<file path="src/core/chc_pkg.sv">
// Package for the heading-control block: command codes, defaults, timing.
// Assumes a 100 MHz system clock and an I2C sensor with pull-ups on both lines.
package chc_pkg;
    localparam int CLK_HZ = 100_000_000;
    localparam int SCL_HZ = 100_000;
    localparam int SCL_QTR = CLK_HZ / (SCL_HZ * 4);
    // 21 s keeps the cycle count inside a signed int
    localparam int CAL_TIME_S = 21;
    localparam int CAL_CYCLES = CAL_TIME_S * CLK_HZ;
    localparam logic [6:0] SPD_MAX_RST = 7'h3c;
    localparam logic [6:0] SPD_MIN_RST = 7'h0f;
    localparam logic [6:0] SPD_CAL = 7'h14;
    localparam logic [8:0] TOLERANCE = 9'h002;
    localparam logic [8:0] FULL_TURN = 9'h168;
    localparam logic [8:0] SLOW_SPAN = 9'h05a;
    localparam logic [6:0] SENSOR_ADDR_A = 7'h21;
    localparam logic [6:0] SENSOR_ADDR_B = 7'h1e;
    localparam logic [7:0] SENSOR_REG_B = 8'h03;

    typedef enum logic [2:0] {
        CHC_CMD_NONE,
        CHC_CMD_QUERY,
        CHC_CMD_CAL,
        CHC_CMD_OFFSET,
        CHC_CMD_ROTATE,
        CHC_CMD_CEIL,
        CHC_CMD_FLOOR,
        CHC_CMD_SELECT
    } chc_cmd_e;

    typedef struct packed {
        chc_cmd_e code;
        logic [7:0] param;
    } chc_cmd_s;

    typedef struct packed {
        logic run;
        logic dir_cw;
        logic [6:0] speed;
    } chc_motor_s;
endpackage

</file>
<file path="src/core/chc_i2c_reader.sv">
// I2C master that fetches one 16-bit big-endian reading from the sensor.
// Assumes open-drain lines with pull-ups; lines are sampled through two flops.
`timescale 1ns/1ps
module chc_i2c_reader (
    input wire logic clk_i,
    input wire logic rst_i,
    input wire logic start_i,
    input wire logic kind_i,
    input wire logic scl_i,
    input wire logic sda_i,
    output logic scl_o,
    output logic scl_oe_o,
    output logic sda_o,
    output logic sda_oe_o,
    output logic busy_o,
    output logic done_o,
    output logic nack_o,
    output logic [15:0] data_o
);
    typedef enum logic [2:0] {
        CHC_I_IDLE, CHC_I_START, CHC_I_BIT, CHC_I_STOP, CHC_I_DONE
    } chc_i2c_e;

    chc_i2c_e state_reg;
    logic [1:0] sda_sync_reg;
    logic [1:0] scl_sync_reg;
    logic [15:0] tick_reg;
    logic [1:0] phase_reg;
    logic [5:0] bit_reg;
    logic [44:0] shift_reg;
    logic [44:0] rdmask_reg;
    logic [15:0] data_reg;
    logic sda_drv_reg;
    logic scl_low_reg;
    logic nack_reg;
    logic done_reg;

    wire logic tick = (tick_reg == 16'(chc_pkg::SCL_QTR - 1));
    wire logic sda_in = sda_sync_reg[1];
    // Address with read bit, then two bytes read, ACK after the first, NACK after the last
    wire logic [6:0] addr = kind_i ? chc_pkg::SENSOR_ADDR_B : chc_pkg::SENSOR_ADDR_A;
    wire logic [44:0] frame = {addr, 1'b1, 1'b1, 8'hff, 1'b0, 8'hff, 1'b1, 18'h3ffff};
    wire logic [44:0] mask = {8'h00, 1'b1, 8'hff, 1'b0, 8'hff, 1'b0, 18'h00000};

    assign scl_o = 1'b0;
    assign scl_oe_o = scl_low_reg;
    assign sda_o = 1'b0;
    assign sda_oe_o = ~sda_drv_reg;
    assign busy_o = (state_reg != CHC_I_IDLE);
    assign done_o = done_reg;
    assign nack_o = nack_reg;
    assign data_o = data_reg;

    ////////////////////////////////////////////////////////////////////////
    always_ff @(posedge clk_i or posedge rst_i)
    begin
        if (rst_i)
        begin
            sda_sync_reg <= 2'h3;
            scl_sync_reg <= 2'h3;
        end
        else
        begin
            sda_sync_reg <= {sda_sync_reg[0], sda_i};
            scl_sync_reg <= {scl_sync_reg[0], scl_i};
        end
    end

    always_ff @(posedge clk_i or posedge rst_i)
    begin
        if (rst_i)
            tick_reg <= 16'h0000;
        else if (tick || state_reg == CHC_I_IDLE)
            tick_reg <= 16'h0000;
        else
            tick_reg <= tick_reg + 16'h0001;
    end

    // Bits pass MSB first; phase 0 sets data, 1-2 clock high, 3 clock low
    always_ff @(posedge clk_i or posedge rst_i)
    begin
        if (rst_i)
        begin
            state_reg <= CHC_I_IDLE;
            phase_reg <= 2'h0;
            bit_reg <= 6'h00;
            shift_reg <= '0;
            rdmask_reg <= '0;
            data_reg <= 16'h0000;
            sda_drv_reg <= 1'b1;
            scl_low_reg <= 1'b0;
            nack_reg <= 1'b0;
            done_reg <= 1'b0;
        end
        else
        begin
            done_reg <= 1'b0;
            case (state_reg)
                CHC_I_IDLE:
                    if (start_i)
                    begin
                        state_reg <= CHC_I_START;
                        shift_reg <= frame;
                        rdmask_reg <= mask;
                        bit_reg <= 6'd27;
                        nack_reg <= 1'b0;
                    end
                CHC_I_START:
                    if (tick)
                    begin
                        phase_reg <= phase_reg + 2'h1;
                        if (phase_reg == 2'h0)
                            sda_drv_reg <= 1'b0;
                        else if (phase_reg == 2'h1)
                            scl_low_reg <= 1'b1;
                        else if (phase_reg == 2'h3)
                            state_reg <= CHC_I_BIT;
                    end
                CHC_I_BIT:
                    if (tick)
                    begin
                        phase_reg <= phase_reg + 2'h1;
                        if (phase_reg == 2'h0)
                            sda_drv_reg <= shift_reg[44];
                        else if (phase_reg == 2'h1)
                            scl_low_reg <= 1'b0;
                        else if (phase_reg == 2'h2)
                        begin
                            if (rdmask_reg[44])
                                data_reg <= {data_reg[14:0], sda_in};
                            // Only the address acknowledge slot is checked for a NACK from the sensor
                            if (bit_reg == 6'd19)
                                nack_reg <= nack_reg | sda_in;
                        end
                        else
                        begin
                            scl_low_reg <= 1'b1;
                            shift_reg <= {shift_reg[43:0], 1'b1};
                            rdmask_reg <= {rdmask_reg[43:0], 1'b0};
                            bit_reg <= bit_reg - 6'h01;
                            if (bit_reg == 6'h01)
                                state_reg <= CHC_I_STOP;
                        end
                    end
                CHC_I_STOP:
                    if (tick)
                    begin
                        phase_reg <= phase_reg + 2'h1;
                        if (phase_reg == 2'h0)
                            sda_drv_reg <= 1'b0;
                        else if (phase_reg == 2'h1)
                            scl_low_reg <= 1'b0;
                        else if (phase_reg == 2'h2)
                            sda_drv_reg <= 1'b1;
                        else
                        begin
                            state_reg <= CHC_I_DONE;
                        end
                    end
                default:
                begin
                    done_reg <= 1'b1;
                    state_reg <= CHC_I_IDLE;
                end
            endcase
        end
    end
endmodule

</file>
<file path="src/core/chc_heading_ctrl.sv">
// Heading control: sensor polling, offset, calibration turn, rotate-to-heading.
// Assumes commands arrive as one-cycle strobes from host logic on clk_i.
`timescale 1ns/1ps
module chc_heading_ctrl #(
    parameter int CAL_CYCLES = chc_pkg::CAL_CYCLES
) (
    input wire logic clk_i,
    input wire logic rst_i,
    input wire chc_pkg::chc_cmd_s cmd_i,
    input wire logic cmd_valid_i,
    input wire logic scl_i,
    input wire logic sda_i,
    output logic scl_o,
    output logic scl_oe_o,
    output logic sda_o,
    output logic sda_oe_o,
    output chc_pkg::chc_motor_s motor_o,
    output logic reply_o,
    output logic [8:0] reply_data_o,
    output logic busy_o,
    output logic sensor_err_o
);
    typedef enum logic [1:0] {CHC_IDLE, CHC_CAL, CHC_ROT} chc_mode_e;

    chc_mode_e mode_reg;
    logic fitted_reg;
    logic kind_reg;
    logic [7:0] offset_reg;
    logic [7:0] target_reg;
    logic [6:0] ceil_reg;
    logic [6:0] floor_reg;
    logic [8:0] heading_reg;
    logic [31:0] cal_reg;
    logic reply_reg;
    logic [8:0] reply_data_reg;
    logic poll_reg;
    chc_pkg::chc_motor_s motor_reg;
    logic rd_done;
    logic rd_nack;
    logic rd_busy;
    logic [15:0] rd_data;

    ////////////////////////////////////////////////////////////////////////
    // Sensor reads tenths of a degree; the divide is fine at this poll rate
    wire logic [15:0] raw_deg = rd_data / 16'd10;
    wire logic [9:0] raw_mod = (raw_deg >= 16'd360) ? 10'd0 : raw_deg[9:0];
    wire logic [9:0] sum_deg = raw_mod + {1'b0, offset_reg, 1'b0};
    wire logic [8:0] cur_deg = (sum_deg >= 10'd360) ? 9'(sum_deg - 10'd360) : sum_deg[8:0];
    wire logic [8:0] tgt_raw = {target_reg, 1'b0};
    wire logic [8:0] tgt_deg = (tgt_raw >= chc_pkg::FULL_TURN) ? 9'(tgt_raw - chc_pkg::FULL_TURN)
                                                               : tgt_raw;
    // Shortest way round, modulo 360
    wire logic [9:0] fwd = (tgt_deg >= heading_reg) ? 10'(tgt_deg - heading_reg)
                                                    : 10'(tgt_deg + 10'd360 - heading_reg);
    wire logic go_cw = (fwd <= 10'd180);
    wire logic [8:0] gap = go_cw ? fwd[8:0] : 9'(10'd360 - fwd);
    wire logic at_target = (gap <= chc_pkg::TOLERANCE);
    // Linear ramp over the last quarter turn, clamped to the floor
    wire logic [6:0] span = (ceil_reg > floor_reg) ? 7'(ceil_reg - floor_reg) : 7'h00;
    // Product needs 14 bits; a self-sized 9-bit multiply would wrap
    wire logic [15:0] ramp_prod = 16'(span) * 16'(gap);
    wire logic [15:0] ramp = (gap >= chc_pkg::SLOW_SPAN) ? {9'h000, span}
                             : ramp_prod / 16'(chc_pkg::SLOW_SPAN);
    wire logic [6:0] rot_speed = 7'(floor_reg + ramp[6:0]);
    wire logic cmd_go = cmd_valid_i && (mode_reg == CHC_IDLE);

    assign busy_o = (mode_reg != CHC_IDLE);
    assign reply_o = reply_reg;
    assign reply_data_o = reply_data_reg;
    assign motor_o = motor_reg;
    assign sensor_err_o = rd_nack;

    chc_i2c_reader u_reader (
        .clk_i(clk_i),
        .rst_i(rst_i),
        .start_i(poll_reg),
        .kind_i(kind_reg),
        .scl_i(scl_i),
        .sda_i(sda_i),
        .scl_o(scl_o),
        .scl_oe_o(scl_oe_o),
        .sda_o(sda_o),
        .sda_oe_o(sda_oe_o),
        .busy_o(rd_busy),
        .done_o(rd_done),
        .nack_o(rd_nack),
        .data_o(rd_data)
    );

    ////////////////////////////////////////////////////////////////////////
    // Polls only when a sensor is fitted, so an empty bus never stalls us
    // Heading moves only on a clean read; a refused frame keeps the last value
    always_ff @(posedge clk_i or posedge rst_i)
    begin
        if (rst_i)
        begin
            poll_reg <= 1'b0;
            heading_reg <= 9'h000;
        end
        else
        begin
            poll_reg <= fitted_reg && !rd_busy && !poll_reg;
            if (rd_done && !rd_nack)
                heading_reg <= cur_deg;
        end
    end

    // Configuration; only taken while idle so a move keeps its limits
    // Clamps keep speeds within 0..100 and the offset below a full turn
    always_ff @(posedge clk_i or posedge rst_i)
    begin
        if (rst_i)
        begin
            fitted_reg <= 1'b0;
            kind_reg <= 1'b0;
            offset_reg <= 8'h00;
            target_reg <= 8'h00;
            ceil_reg <= chc_pkg::SPD_MAX_RST;
            floor_reg <= chc_pkg::SPD_MIN_RST;
        end
        else if (cmd_go)
        begin
            case (cmd_i.code)
                chc_pkg::CHC_CMD_SELECT:
                begin
                    fitted_reg <= cmd_i.param[1];
                    kind_reg <= cmd_i.param[0];
                end
                chc_pkg::CHC_CMD_OFFSET: offset_reg <= (cmd_i.param > 8'd179) ? 8'd179
                                                                               : cmd_i.param;
                chc_pkg::CHC_CMD_ROTATE: target_reg <= cmd_i.param;
                chc_pkg::CHC_CMD_CEIL: ceil_reg <= (cmd_i.param > 8'd100) ? 7'd100
                                                                          : cmd_i.param[6:0];
                chc_pkg::CHC_CMD_FLOOR: floor_reg <= (cmd_i.param > 8'd100) ? 7'd100
                                                                            : cmd_i.param[6:0];
                default: ;
            endcase
        end
    end

    // Mode machine; replies are one-cycle pulses
    // Commands met while busy are dropped with no reply; the host waits for one
    // Limitation: a sensor that stops answering leaves a rotation running
    // until the host resets the block
    always_ff @(posedge clk_i or posedge rst_i)
    begin
        if (rst_i)
        begin
            mode_reg <= CHC_IDLE;
            cal_reg <= 32'h0000_0000;
            reply_reg <= 1'b0;
            reply_data_reg <= 9'h000;
            motor_reg <= '0;
        end
        else
        begin
            reply_reg <= 1'b0;
            case (mode_reg)
                CHC_IDLE:
                begin
                    motor_reg <= '0;
                    if (cmd_go)
                    begin
                        if (cmd_i.code == chc_pkg::CHC_CMD_CAL)
                        begin
                            mode_reg <= CHC_CAL;
                            cal_reg <= 32'h0000_0000;
                        end
                        else if (cmd_i.code == chc_pkg::CHC_CMD_ROTATE && fitted_reg)
                            mode_reg <= CHC_ROT;
                        else if (cmd_i.code != chc_pkg::CHC_CMD_NONE)
                        begin
                            reply_reg <= 1'b1;
                            reply_data_reg <= heading_reg;
                        end
                    end
                end
                CHC_CAL:
                begin
                    motor_reg <= '{run: 1'b1, dir_cw: 1'b1, speed: chc_pkg::SPD_CAL};
                    cal_reg <= cal_reg + 32'h0000_0001;
                    if (cal_reg == 32'(CAL_CYCLES - 1))
                    begin
                        mode_reg <= CHC_IDLE;
                        motor_reg <= '0;
                        reply_reg <= 1'b1;
                        reply_data_reg <= heading_reg;
                    end
                end
                default:
                begin
                    motor_reg <= '{run: 1'b1, dir_cw: go_cw, speed: rot_speed};
                    if (at_target)
                    begin
                        mode_reg <= CHC_IDLE;
                        motor_reg <= '0;
                        reply_reg <= 1'b1;
                        reply_data_reg <= heading_reg;
                    end
                end
            endcase
        end
    end
endmodule

</file>
<file path="config.mk">
export PLATFORM = sky130hd
export DESIGN_NAME = chc_heading_ctrl
export DESIGN_NICKNAME = d
export VERILOG_FILES = /design/src/core/chc_pkg.sv /design/src/core/chc_i2c_reader.sv /design/src/core/chc_heading_ctrl.sv
export SDC_FILE = /design/constraint.sdc
export NUM_CORES = 1
export LEC_CHECK = 0
export BUFFER_PORTS_ARGS = -buffer_cell sky130_fd_sc_hd__buf_2
export CORE_MARGIN = 10
export CORE_UTILIZATION = 58
export CTS_CLUSTER_DIAMETER = 120
export DETAILED_ROUTE_END_ITERATION = 10
export PLACE_DENSITY = 0.78
export SYNTH_ARGS = -nofsm -noshare
export SYNTH_HDL_FRONTEND = slang
export SYNTH_SLANG_ARGS = --single-unit
</file>
<file path="constraint.sdc">
create_clock -name clk_i -period 16.7 [get_ports clk_i]
set_input_delay 3.34 -clock clk_i [delete_from_list [all_inputs] [get_ports clk_i]]
set_output_delay 3.34 -clock clk_i [all_outputs]
set_load 0.05 [all_outputs]
</file>
== Yosys cells after proc, flatten, opt, wreduce, memory -nomap -nowiden ==
Index checks and enable logic that the tools add are counted.
W data, S select, Z words.

* Bits of input ports: 16
* Output and inout port bits: 25
* Flip-flop bits (word level): 234
* Logic and storage cells: 238

* Mux-type cells: 98
* Bitwise operators: 4
* Multipliers: 1
* Div/mod/pow operators: 2
* Reduce and logical (&&, ||, !) cells: 36
* Add/subtract/negate cells: 13
* Equal/unequal tests: 47
* Order comparisons: 10

{| class="wikitable"
|+ Operators by type and width
! kind !! number
|-
| $mux W45 || 10
|-
| $pmux W45 S2 || 2
|-
| $mux W9 || 11
|-
| $mux W32 || 2
|-
| $pmux W32 S2 || 1
|-
| $mux W3 || 14
|-
| $mux W6 || 6
|-
| $pmux W9 S2 || 2
|-
| $add A32 B1 Y32 const B || 1
|-
| $eq A32 B31 Y1 const B || 1
|-
| $mux W1 || 31
|-
| $ne A2 B1 Y1 const B || 13
|-
| $ne A2 B2 Y1 const B || 13
|-
| $mux W7 || 3
|-
| $mux W10 || 2
|-
| $reduce_and A6 Y1 || 3
|-
| $sub A9 B9 Y9 const B || 2
|-
| $add A16 B1 Y16 const B || 1
|-
| $div A16 B4 Y16 const B || 1
|-
| $div A16 B7 Y16 const B || 1
|-
| $eq A16 B8 Y1 const B || 1
|-
| $ge A16 B9 Y1 const B || 1
|-
| $mul A7 B9 Y16 || 1
|-
| $mux W16 || 1
|-
| other kinds (52) || 87
|}

== Depth between registers and ports, before layout ==
Gate-level depths: netlist of run 1.

* Word-level depth: 13
* Gate-level depth with buffers: 78
* Gate-level depth less buffers: 73

== Modules after synthesis ==
From an unflattened synthesis of run 1, not the netlist that was laid out.

* Cell total of the unflattened synthesis: 1824
* Area, all modules: 16472.0 um2

{| class="wikitable"
|+ Modules (own cells, without submodules)
! module !! cells an instance !! area an instance (um2) !! times used
|-
| chc_heading_ctrl || 1434 || 11477.3 || 1
|-
| chc_i2c_reader || 390 || 4994.8 || 1
|}

== Worst setup path before layout of run 1 ==
Ideal clock, no wire load.

* Kind: flip-flop to flip-flop
* Start point: register target_reg[2]
* End point: register motor_reg (netlist bit motor_o[6])
* Period minus slack after synthesis: 15618 ps
* Path slack: 1082 ps
* Data required time: 16548 ps
* Library setup time: 152 ps
* Arrival time: 15465 ps
* Cell stages (with the launch flop): 70
* Cells stage by stage: dfrtp_1 -> inv_1 -> ha_1 -> a21oi_1 -> o21ai_1 -> or2_2 -> xnor2_1 -> fa_1 -> a21o_1 -> a221oi_1 -> nand2_1 -> a21o_1 -> clkbuf_1 -> a21oi_1 -> inv_1 -> nand3_1 -> nand2_1 -> a21oi_1 -> [34 not listed] -> a41o_1 -> or3_4 -> a221oi_4 -> mux2_1 -> nor3_1 -> or4b_1 -> o2111a_1 -> ha_1 -> inv_1 -> fa_1 -> nor2b_1 -> o21ai_0 -> nand2b_1 -> a21o_1 -> a21oi_1 -> xnor2_1 -> xnor2_1 -> nor2_1

* Word-level cells in the longest chain between the ends: 13
* Elaborated cells on any way between the ends: 19
* Those cells by class: 6 x add/sub; 1 x mul; 1 x div; 5 x order compare; 6 x mux

{| class="wikitable"
|+ RTL lines
! item !! line !! text
|-
| from (decl) || chc_heading_ctrl.sv:29 || <nowiki>logic [7:0] target_reg;</nowiki>
|-
| from (signal assigned) || chc_heading_ctrl.sv:131 || <nowiki>chc_pkg::CHC_CMD_ROTATE: target_reg <= cmd_i.param;</nowiki>
|-
| $sub A9 B9 Y9 / $ge A9 B9 Y1 (equally long branches) || chc_heading_ctrl.sv:50 || <nowiki>wire logic [8:0] tgt_deg = (tgt_raw >= chc_pkg::FULL_TURN) ? 9'(tgt_raw - chc_pkg::FULL_TURN)</nowiki>
|-
| $mux W9 (*) || chc_heading_ctrl.sv:50 ||
|-
| $add A9 B9 Y10 || chc_heading_ctrl.sv:54 || <nowiki>: 10'(tgt_deg + 10'd360 - heading_reg);</nowiki>
|-
| $sub A10 B9 Y10 || chc_heading_ctrl.sv:54 ||
|-
| $mux W10 (*) || chc_heading_ctrl.sv:53 || <nowiki>wire logic [9:0] fwd = (tgt_deg >= heading_reg) ? 10'(tgt_deg - heading_reg)</nowiki>
|-
| $sub A9 B9 Y9 / $le A10 B8 Y1 (equally long branches) || chc_heading_ctrl.sv:56, chc_heading_ctrl.sv:55 ||
|-
| $mux W9 (*) || chc_heading_ctrl.sv:56 || <nowiki>wire logic [8:0] gap = go_cw ? fwd[8:0] : 9'(10'd360 - fwd);</nowiki>
|-
| $mul A7 B9 Y16 || chc_heading_ctrl.sv:61 || <nowiki>wire logic [15:0] ramp_prod = 16'(span) * 16'(gap);</nowiki>
|-
| $div A16 B7 Y16 || chc_heading_ctrl.sv:63 || <nowiki>: ramp_prod / 16'(chc_pkg::SLOW_SPAN);</nowiki>
|-
| $mux W7 || chc_heading_ctrl.sv:62 || <nowiki>wire logic [15:0] ramp = (gap >= chc_pkg::SLOW_SPAN) ? {9'h000, span}</nowiki>
|-
| $add A7 B7 Y7 || chc_heading_ctrl.sv:64 || <nowiki>wire logic [6:0] rot_speed = 7'(floor_reg + ramp[6:0]);</nowiki>
|-
| $mux W9 (*) || chc_heading_ctrl.sv:193 || <nowiki>if (at_target)</nowiki>
|-
| $pmux W9 S2 (*) || chc_heading_ctrl.sv:158 || <nowiki>case (mode_reg)</nowiki>
|-
| to (signal assigned) || chc_heading_ctrl.sv:180 || <nowiki>motor_reg <= '{run: 1'b1, dir_cw: 1'b1, speed: chc_pkg::SPD_CAL};</nowiki>
|-
| to (signal assigned) || chc_heading_ctrl.sv:192 || <nowiki>motor_reg <= '{run: 1'b1, dir_cw: go_cw, speed: rot_speed};</nowiki>
|-
| to (decl) || chc_heading_ctrl.sv:37 || <nowiki>chc_pkg::chc_motor_s motor_reg;</nowiki>
|}

Every way passes the cells marked *; elsewhere a longest branch is shown, timed or not.
A chain may end at the register's enable or synchronous reset.

== Worst setup path in the final report of run 1 ==
Ends and elaborated chain as after synthesis.

==> impl_metrics.env, run 1 <==
export IMPL_port_buffer_count=37
export IMPL_rows=62
export IMPL_grt_start_max_net_pins=151
export IMPL_criticalPathCategory="reg -> reg"
export IMPL_gp_congestion=0.8963
export IMPL_grtUsageTotal=0.2016
export IMPL_syn_area_um2=16830
export IMPL_htreeDepth=1
export IMPL_routed_via_density=5.863
export IMPL_drt_initial_drc_count=922
export IMPL_largest_reg_flops=45
export IMPL_die_area_um2=36240
export IMPL_firstDrtPassIters=5
export IMPL_cts_root_buffer="clkbuf_16"
export IMPL_synth_seq_cells=215
export IMPL_coreArea_um2=28700
export IMPL_grt_antenna_before_repair=1
export IMPL_maxSlewHeadroom=0.3360
export IMPL_synth_async_reset_ratio=1.000
export IMPL_start_util=0.5865
export IMPL_synth_edf_count=0
export IMPL_crit_top_cell="fa_1"
export IMPL_yosysWarnings=0
export IMPL_cp_slowest_cell="or4_4"
export IMPL_hold_viol_final=0
export IMPL_status="finished clean"
export IMPL_clockBufferDepth=3
export IMPL_skew_ps=24.59
export IMPL_yosys_top_cells_area="dfrtp_1 (30%), ha_1 (6.7%), nand2_1 (6.7%)"
export IMPL_grt_pass1_vias=14059
export IMPL_die_height_um=190.4
export IMPL_hpwlAfterDp_um=26780
export IMPL_clk_pin_slew_ps=70
export IMPL_crit_family="compound AO/OA/AOI/OAI gates"
export IMPL_period_minus_slack_ps=16200
export IMPL_cp_start_kind="flop"
export IMPL_worst_hold_slack_ps=355.1
export IMPL_arrival_ps=16620
export IMPL_io_pin_count=41
export IMPL_fin_ws_ps=499.6
export IMPL_fmax_mhz=61.73
export IMPL_grt_pass1_wl_um=64060
export IMPL_ys_seq_area_frac=0.3204
export IMPL_synth_top_area_share=0.3032
export IMPL_post_drt_wl_per_cell_um=15.52
export IMPL_wl_um=38140
export IMPL_n_fill_cell=2309
export IMPL_syn_to_final_growth_pct=12.37
export IMPL_hold_path_class="reg -> reg"
export IMPL_cts_tree="built"
export IMPL_die_x_um=190.4
export IMPL_antenna_left=0
export IMPL_final_cell_mix="nand2_1 (298), dfrtp_1 (203), nor2_1 (194)"
export IMPL_setup_violations=0
export IMPL_worst_setup_path_end_kind="flop"
export IMPL_tightest_slew_ps=996.1
export IMPL_dpl_worst_slack_ps=-371.8
export IMPL_synthCells=2006
export IMPL_route_detailed_drc=0
export IMPL_grt_overflow=0
export IMPL_via_count=14412
export IMPL_maxCapViolations=0
export IMPL_numCtsBuffers=23
export IMPL_path_max_fanout=15
export IMPL_layout_commonest_cell="nand2_1"
export IMPL_clk_latency_ps=530
export IMPL_cts_sinks=215
export IMPL_critical_path_buf_inv_count=9
export IMPL_synthDistinctLibCells=116
export IMPL_nets=2205
export IMPL_final_max_slew_viol_count=0
export IMPL_ys_flop_type="dfrtp_1"
export IMPL_postSynthAreaPerCell_um2=8.392
export IMPL_fin_crit_sh=0.9701
export IMPL_crit_required_ps=17120
export IMPL_drive_above_1_share=0.1462
export IMPL_yosysTopAreaCell="dfrtp_1"
export IMPL_cp_slowest_stage_delay_ps=560
[kinds of logic (layout without fill, tap and decap cells)]
family	after synthesis	in the layout	synth area share
and+or+nand+nor	770	770	0.2118
AOI/OAI and AO/OA	504	505	0.2019
DFF	215	215	0.3204
buffers and inverters	209	274	0.04838
adders and majority gates	137	137	0.1204
xor gates and xnor gates	128	128	0.06927
muxes	42	42	0.02757
other	1	3	0.0002228
[area by class of cell]
class                      count  area [um2]  area share
antenna                        1       2.502   0.0001323
clock buffer                  29       618.1     0.03267
clock inverter                13       162.7    0.008598
inverter                     133       506.7     0.02679
multi-input combinational   1584       11090      0.5864
sequential                   215        5395      0.2852
tap                          384       480.5     0.02540
timing repair buffer          99       658.1     0.03479
[cells in the mapped netlist, types with 11 or more instances]
cell and instances:
ha_1 90, o211ai_1 15, a21oi_1 89, mux2_2 26, o21a_1 20, mux2i_1 13
dfrtp_1 204, xnor2_1 68, o31ai_1 12, fa_1 43, nor2_1 197, or2_2 11
nor2b_1 21, a31oi_1 17, a211oi_1 14, and3_1 14, dfstp_2 11, clkbuf_1 64
xor2_1 54, or3_1 15, inv_1 132, nor3_1 42, nand4_1 24, a21o_1 36
nand3_1 50, nand2b_1 34, o21ai_0 174, nand2_1 300
[stage by stage]
step / util / cell area (um2) / instances / TNS, ps
global route: 0.6591 / 18920 / 2458 / -383.3
floorplan: - / 16840 / 2007 / 0
finish: 0.6591 / 18920 / 2458 / 0
detailed placement: 0.6092 / 17490 / 2389 / -538.0
CTS: 0.6398 / 18360 / 2432 / 0
global placement: 0.6092 / 17490 / 2389 / -207.8
[what timing repair did]
item | CTS | global route
gates resized for setup | 13 | 75
gates cloned | 1 | 0
endpoints found under the setup margin | 3 | 7
hold buffers | 0 | 0
pin swaps | 2 | 29
setup buffers | 0 | 25
[path summary, 6_finish.rpt]
| path | from | endpoint | slack (ps) | cells past startpoint |
|---|---|---|---|---|
| setup / recovery | target_reg[2] | motor_o[6] | 500 | 69 |
| hold / removal | u_reader.sda_sync_reg[0] | u_reader.sda_sync_reg[1] | 360 | 0 |
| setup reg to reg | target_reg[2] | motor_o[6] | 500 | 69 |
| hold reg to reg | u_reader.sda_sync_reg[0] | u_reader.sda_sync_reg[1] | 360 | 0 |
| max in group asynchronous | rst_i | target_reg[2] | 12150 | 3 |
| min in group asynchronous | rst_i | u_reader.shift_reg[22] | 3050 | 2 |
[layer usage]
| metal | global-route usage | vias to the layer above | part of all wire |
|---|---|---|---|
| li1 | - | 7065 | - |
| met1 | 0.2594 | 6957 | 0.44 |
| met2 | 0.3582 | 340 | 0.51 |
| met3 | 0.02195 | 50 | 0.038 |
| met4 | 0.04058 | 0 | 0.016 |
| met5 | 0 | - | 0 |
Power of run 1 is left out: the tool's default activity adds up to more than one toggle a clock period on the data nets, which glitch-free logic cannot reach.
==> run 2: changes to the inputs <==
ABC_AREA = 1   (was unset)
CORE_UTILIZATION = 60   (was 58)
PLACE_DENSITY = 0.77   (was 0.78)
SLEW_MARGIN = 40   (was unset)
clock period = 19.2 ns   (was 16.7 ns; I/O delays follow)
==> impl_metrics.env, run 2 <==
export IMPL_die_area_um2=34180
export IMPL_cts_root_buffer="clkbuf_16"
export IMPL_criticalPathCategory="reg -> reg"
export IMPL_synth_common_cells="nand2_1 (508), inv_1 (417), dfrtp_1 (204), nor2_1 (202), o21ai_0 (133)"
export IMPL_period_minus_slack_ps=15320
export IMPL_syn_area_um2=16310
export IMPL_skew_ps=11.68
export IMPL_synth_async_reset_ratio=1.000
export IMPL_firstDrtPassIters=6
export IMPL_syn_to_final_growth_pct=8.938
export IMPL_final_cell_mix="nand2_1 (507), inv_1 (416), dfrtp_1 (204)"
export IMPL_largest_reg_flops=45
export IMPL_io_pin_count=41
export IMPL_worst_setup_path_end_kind="flop"
export IMPL_ctsHoldBuffers=0
export IMPL_final_max_slew_viol_count=0
export IMPL_worst_hold_slack_ps=361.1
export IMPL_htreeDepth=1
export IMPL_grt_pass1_vias=13974
export IMPL_grt_pass1_wl_um=62230
export IMPL_path_max_fanout=12
export IMPL_reg2reg_from="target_reg[2]"
export IMPL_post_drt_wl_per_cell_um=13.43
export IMPL_cp_slowest_cell="xor2_1"
export IMPL_numCtsBuffers=25
export IMPL_setup_violations=0
export IMPL_layout_commonest_cell="nand2_1"
export IMPL_post_cts_resized=0
export IMPL_nets=2423
export IMPL_grt_antenna_before_repair=0
export IMPL_ys_seq_area_frac=0.3308
export IMPL_synth_top_area_share=0.3130
export IMPL_min_from="u_reader.sda_sync_reg[0]"
export IMPL_hold_depth=0
export IMPL_tightest_slew_ps=802.7
export IMPL_port_buffer_count=37
export IMPL_synthDistinctLibCells=58
export IMPL_n_fill_cell=2244
export IMPL_fin_crit_sh=0.7981
export IMPL_reg2reg_to="motor_o[6]"
export IMPL_ys_flop_type="dfrtp_1"
export IMPL_via_count=14208
export IMPL_cts_tree="built"
export IMPL_status="finished clean"
export IMPL_gp_congestion=0.9516
export IMPL_hold_path_class="reg -> reg"
export IMPL_antenna_left=0
export IMPL_yosysTopAreaCell="dfrtp_1"
export IMPL_grtUsageTotal=0.2127
export IMPL_synth_edf_count=0
export IMPL_post_cts_buffers=0
export IMPL_cp_start_kind="flop"
export IMPL_grt_overflow=0
export IMPL_rows=60
export IMPL_clk_latency_ps=540
export IMPL_num_antenna_cells=0
export IMPL_arrival_ps=15760
export IMPL_drive_above_1_share=0.09638
export IMPL_synth_seq_cells=215
export IMPL_crit_required_ps=19630
export IMPL_hold_viol_final=0
export IMPL_die_x_um=184.9
export IMPL_reg2reg_depth=99
export IMPL_fin_tns_setup_ps=0
export IMPL_die_height_um=184.9
export IMPL_wl_um=35370
export IMPL_crit_top_cell="nand2_1"
export IMPL_yosys_top_cells_area="dfrtp_1 (31%), nand2_1 (12%), inv_1 (9.6%)"
export IMPL_yosysWarnings=0
export IMPL_dpl_worst_slack_ps=4014
export IMPL_routed_via_density=5.394
export IMPL_cts_sinks=215
export IMPL_postSynthAreaPerCell_um2=7.300
export IMPL_drt_initial_drc_count=1009
export IMPL_yosysMostFrequentCell="nand2_1"
export IMPL_fin_ws_ps=3876
export IMPL_route_detailed_drc=0
export IMPL_holdPathEnd="u_reader.sda_sync_reg[1]"
export IMPL_maxCapViolations=0
export IMPL_coreArea_um2=26880
export IMPL_hpwlAfterDp_um=26410
export IMPL_clk_pin_slew_ps=60
export IMPL_fmax_mhz=65.26
export IMPL_grt_start_max_net_pins=142
export IMPL_rsz0062_at_grt="false"
export IMPL_start_util=0.6068
export IMPL_synthCells=2234
export IMPL_cp_slowest_stage_delay_ps=560
export IMPL_clockBufferDepth=3
export IMPL_rrSetupSlack_ps=3880
export IMPL_maxSlewHeadroom=0.4592
==> run 2: layer usage <==
metal	share of wire	vias to the layer above	global-route usage
li1	-	7196	-
met1	0.44	6617	0.2667
met2	0.49	334	0.3755
met3	0.045	61	0.02625
met4	0.023	0	0.06014
met5	0	-	0
==> run 2: cell families (layout without fill, tap and decap cells) <==
kind of cell,count (synthesis),count (layout),share of synthesized area
fa+ha+maj,133,133,0.1218
compound gates,350,350,0.1274
mux,4,4,0.002762
buf+inv,476,534,0.1102
flops,215,215,0.3308
xor+xnor,58,58,0.03115
other cells,1,2,0.0002299
simple gates,997,997,0.2757
==> run 2: cell type report <==
cell class	count	area, um2	area share
inverter	443	1677	0.09437
sequential	215	5394	0.3036
clock inverter	18	214.0	0.01204
timing repair buffer	45	252.7	0.01423
multi-input combinational	1544	9155	0.5153
clock buffer	28	646.9	0.03641
tap	341	426.7	0.02402
==> run 2: worst max path at each step <==
stage,startpoint,to,cells after the start
floorplan,target_reg[2],motor_o[6],95
global placement,target_reg[2],motor_o[6],93
detailed placement,target_reg[2],motor_o[6],99
CTS,target_reg[2],motor_o[6],94
global route,target_reg[2],motor_o[6],99
finish,target_reg[2],motor_o[6],99
==> run 2: metrics by stage <==
stage          std cells  area, um2    util
5_1_grt             2634      17770  0.6610
3_3_place_gp        2586      16860  0.6274
6_report            2634      17770  0.6610
2_1_floorplan       2235      16310       -
3_5_place_dp        2588      16900  0.6290
4_1_cts             2634      17760  0.6610
==> run 2: worst max-delay path, delay by kind of cell (launching register included) <==
kind,cells,cell delay [ps]
AO/OA/AOI/OAI,13,2420
adder cells (fa/ha/maj),9,3650
buffers and inverters,15,1350
AND/OR/NAND/NOR,59,6420
XOR/XNOR,3,920
flip-flops,1,420
Power of run 2 is left out for the same reason.
==> run 3: changes to the inputs <==
ABC_AREA = 0   (was 1)
CORE_UTILIZATION = 58   (was 60)
PLACE_DENSITY = 0.78   (was 0.77)
clock period = 12.8 ns   (was 19.2 ns; I/O delays follow)
==> impl_metrics.env, run 3 (synthesis results as in run 1) <==
export IMPL_fin_ws_ps=-2490
export IMPL_start_util=0.5865
export IMPL_worst_hold_slack_ps=356.6
export IMPL_period_minus_slack_ps=15290
export IMPL_gp_congestion=0.9412
export IMPL_cts_sinks=215
export IMPL_status="finished with violations"
export IMPL_dpl_worst_slack_ps=-2699
export IMPL_grt_start_max_net_pins=131
export IMPL_io_pin_count=41
export IMPL_busiest_layer="met2"
export IMPL_routed_via_density=5.739
export IMPL_gr_usage_met2=0.4285
export IMPL_setup_violations=7
export IMPL_antenna_left=0
export IMPL_num_antenna_cells=0
export IMPL_cts_tree="built"
export IMPL_grtUsageTotal=0.2297
export IMPL_hpwlAfterDp_um=31050
export IMPL_clk_pin_slew_ps=60
export IMPL_grt_pass1_wl_um=72220
export IMPL_largest_reg_flops=45
export IMPL_post_drt_wl_per_cell_um=15.72
export IMPL_arrival_ps=15690
export IMPL_maxCapViolations=0
export IMPL_skew_ps=10.55
export IMPL_rsz0062_at_grt="true"
export IMPL_grt_antenna_before_repair=0
export IMPL_drive_above_1_share=0.2855
export IMPL_numCtsBuffers=23
export IMPL_crit_top_cell="fa_1"
export IMPL_hold_path_class="reg -> reg"
export IMPL_grtUsageMet1=0.2709
export IMPL_grt_util_met3=0.02396
export IMPL_tightest_slew_ps=842.5
export IMPL_drt_initial_drc_count=938
export IMPL_grt_overflow=0
export IMPL_cp_start_kind="flop"
export IMPL_die_x_um=190.4
export IMPL_path_max_fanout=7
export IMPL_cp_slowest_cell="or4_4"
export IMPL_fin_crit_sh=1.195
export IMPL_criticalPathCategory="reg -> reg"
export IMPL_wl_um=43190
export IMPL_cp_slowest_stage_delay_ps=560
export IMPL_route_detailed_drc=0
export IMPL_worst_setup_path_end_kind="flop"
export IMPL_grt_pass1_vias=15891
export IMPL_cts_root_buffer="clkbuf_16"
export IMPL_nets=2496
export IMPL_final_cell_mix="buf_4 (338), nand2_1 (296), dfrtp_1 (203)"
export IMPL_coreArea_um2=28700
export IMPL_critical_path_buf_inv_count=15
export IMPL_final_max_slew_viol_count=0
export IMPL_syn_to_final_growth_pct=29.17
export IMPL_layout_commonest_cell="buf_4"
export IMPL_port_buffer_count=37
export IMPL_violations="negative setup slack"
export IMPL_fmax_mhz=65.40
export IMPL_maxSlewHeadroom=0.4349
export IMPL_firstDrtPassIters=5
export IMPL_via_count=15771
export IMPL_crit_required_ps=13200
export IMPL_rows=62
export IMPL_die_area_um2=36240
export IMPL_fin_tns_setup_ps=-15010
export IMPL_die_height_um=190.4
export IMPL_hold_viol_final=0
export IMPL_clockBufferDepth=3
export IMPL_htreeDepth=1
export IMPL_crit_family="compound AO/OA/AOI/OAI gates"
export IMPL_final_util=0.7576
export IMPL_clk_latency_ps=530
run 3: final timing paths:
check | slack, ps | startpoint | end | cells past startpoint
hold / removal | 360 | u_reader.sda_sync_reg[0] | u_reader.sda_sync_reg[1] | 0
min in group asynchronous | 2150 | rst_i | motor_o[0] | 2
setup / recovery | -2490 | target_reg[3] | motor_o[5] | 74
max in group asynchronous | 9390 | rst_i | target_reg[2] | 3
setup reg to reg | -2490 | target_reg[3] | motor_o[5] | 74
hold reg to reg | 360 | u_reader.sda_sync_reg[0] | u_reader.sda_sync_reg[1] | 0
run 3: layout make-up:
cell class                      count  area, um2
Multi-Input combinational cell   1583      11680
Fill cell                        1962       6957
Sequential cell                   215       5395
Timing Repair Buffer              391       2942
Clock buffer                       35      660.6
Inverter                          133      511.7
Tap cell                          384      480.5
Clock inverter                      7      78.83
run 3: per-layer routing:
layer	vias to the layer above	part of all wire	wire length (um)
met3	95	0.037	1600
met5	-	0	0
met4	0	0.030	1285
li1	7652	-	-
met1	7644	0.41	17730
met2	380	0.52	22570
run 3: through the flow:
step                      cells  area (um2)
after floorplan            2007       17280
after global placement     2666       20000
after detailed placement   2667       20010
after CTS                  2737       21370
after global routing       2748       21750
final                      2748       21750
run 3: timing repair:
action,CTS,global route
hold buffers,0,0
pin swaps,60,61
cloned,1,0
resized for setup,68,63
setup buffers,27,13
endpoints found under the setup margin,7,7
run 3: worst reg2reg max path, delay by kind of cell, from the launching register on:
| kind | cells | cell delay [ps] |
|---|---|---|
| buf+inv | 15 | 1610 |
| mux | 1 | 250 |
| flops | 1 | 390 |
| simple gates | 18 | 3680 |
| fa+ha+maj | 8 | 2990 |
| compound gates | 26 | 5160 |
| xor+xnor | 6 | 1120 |
Power of run 3 is left out for the same reason.
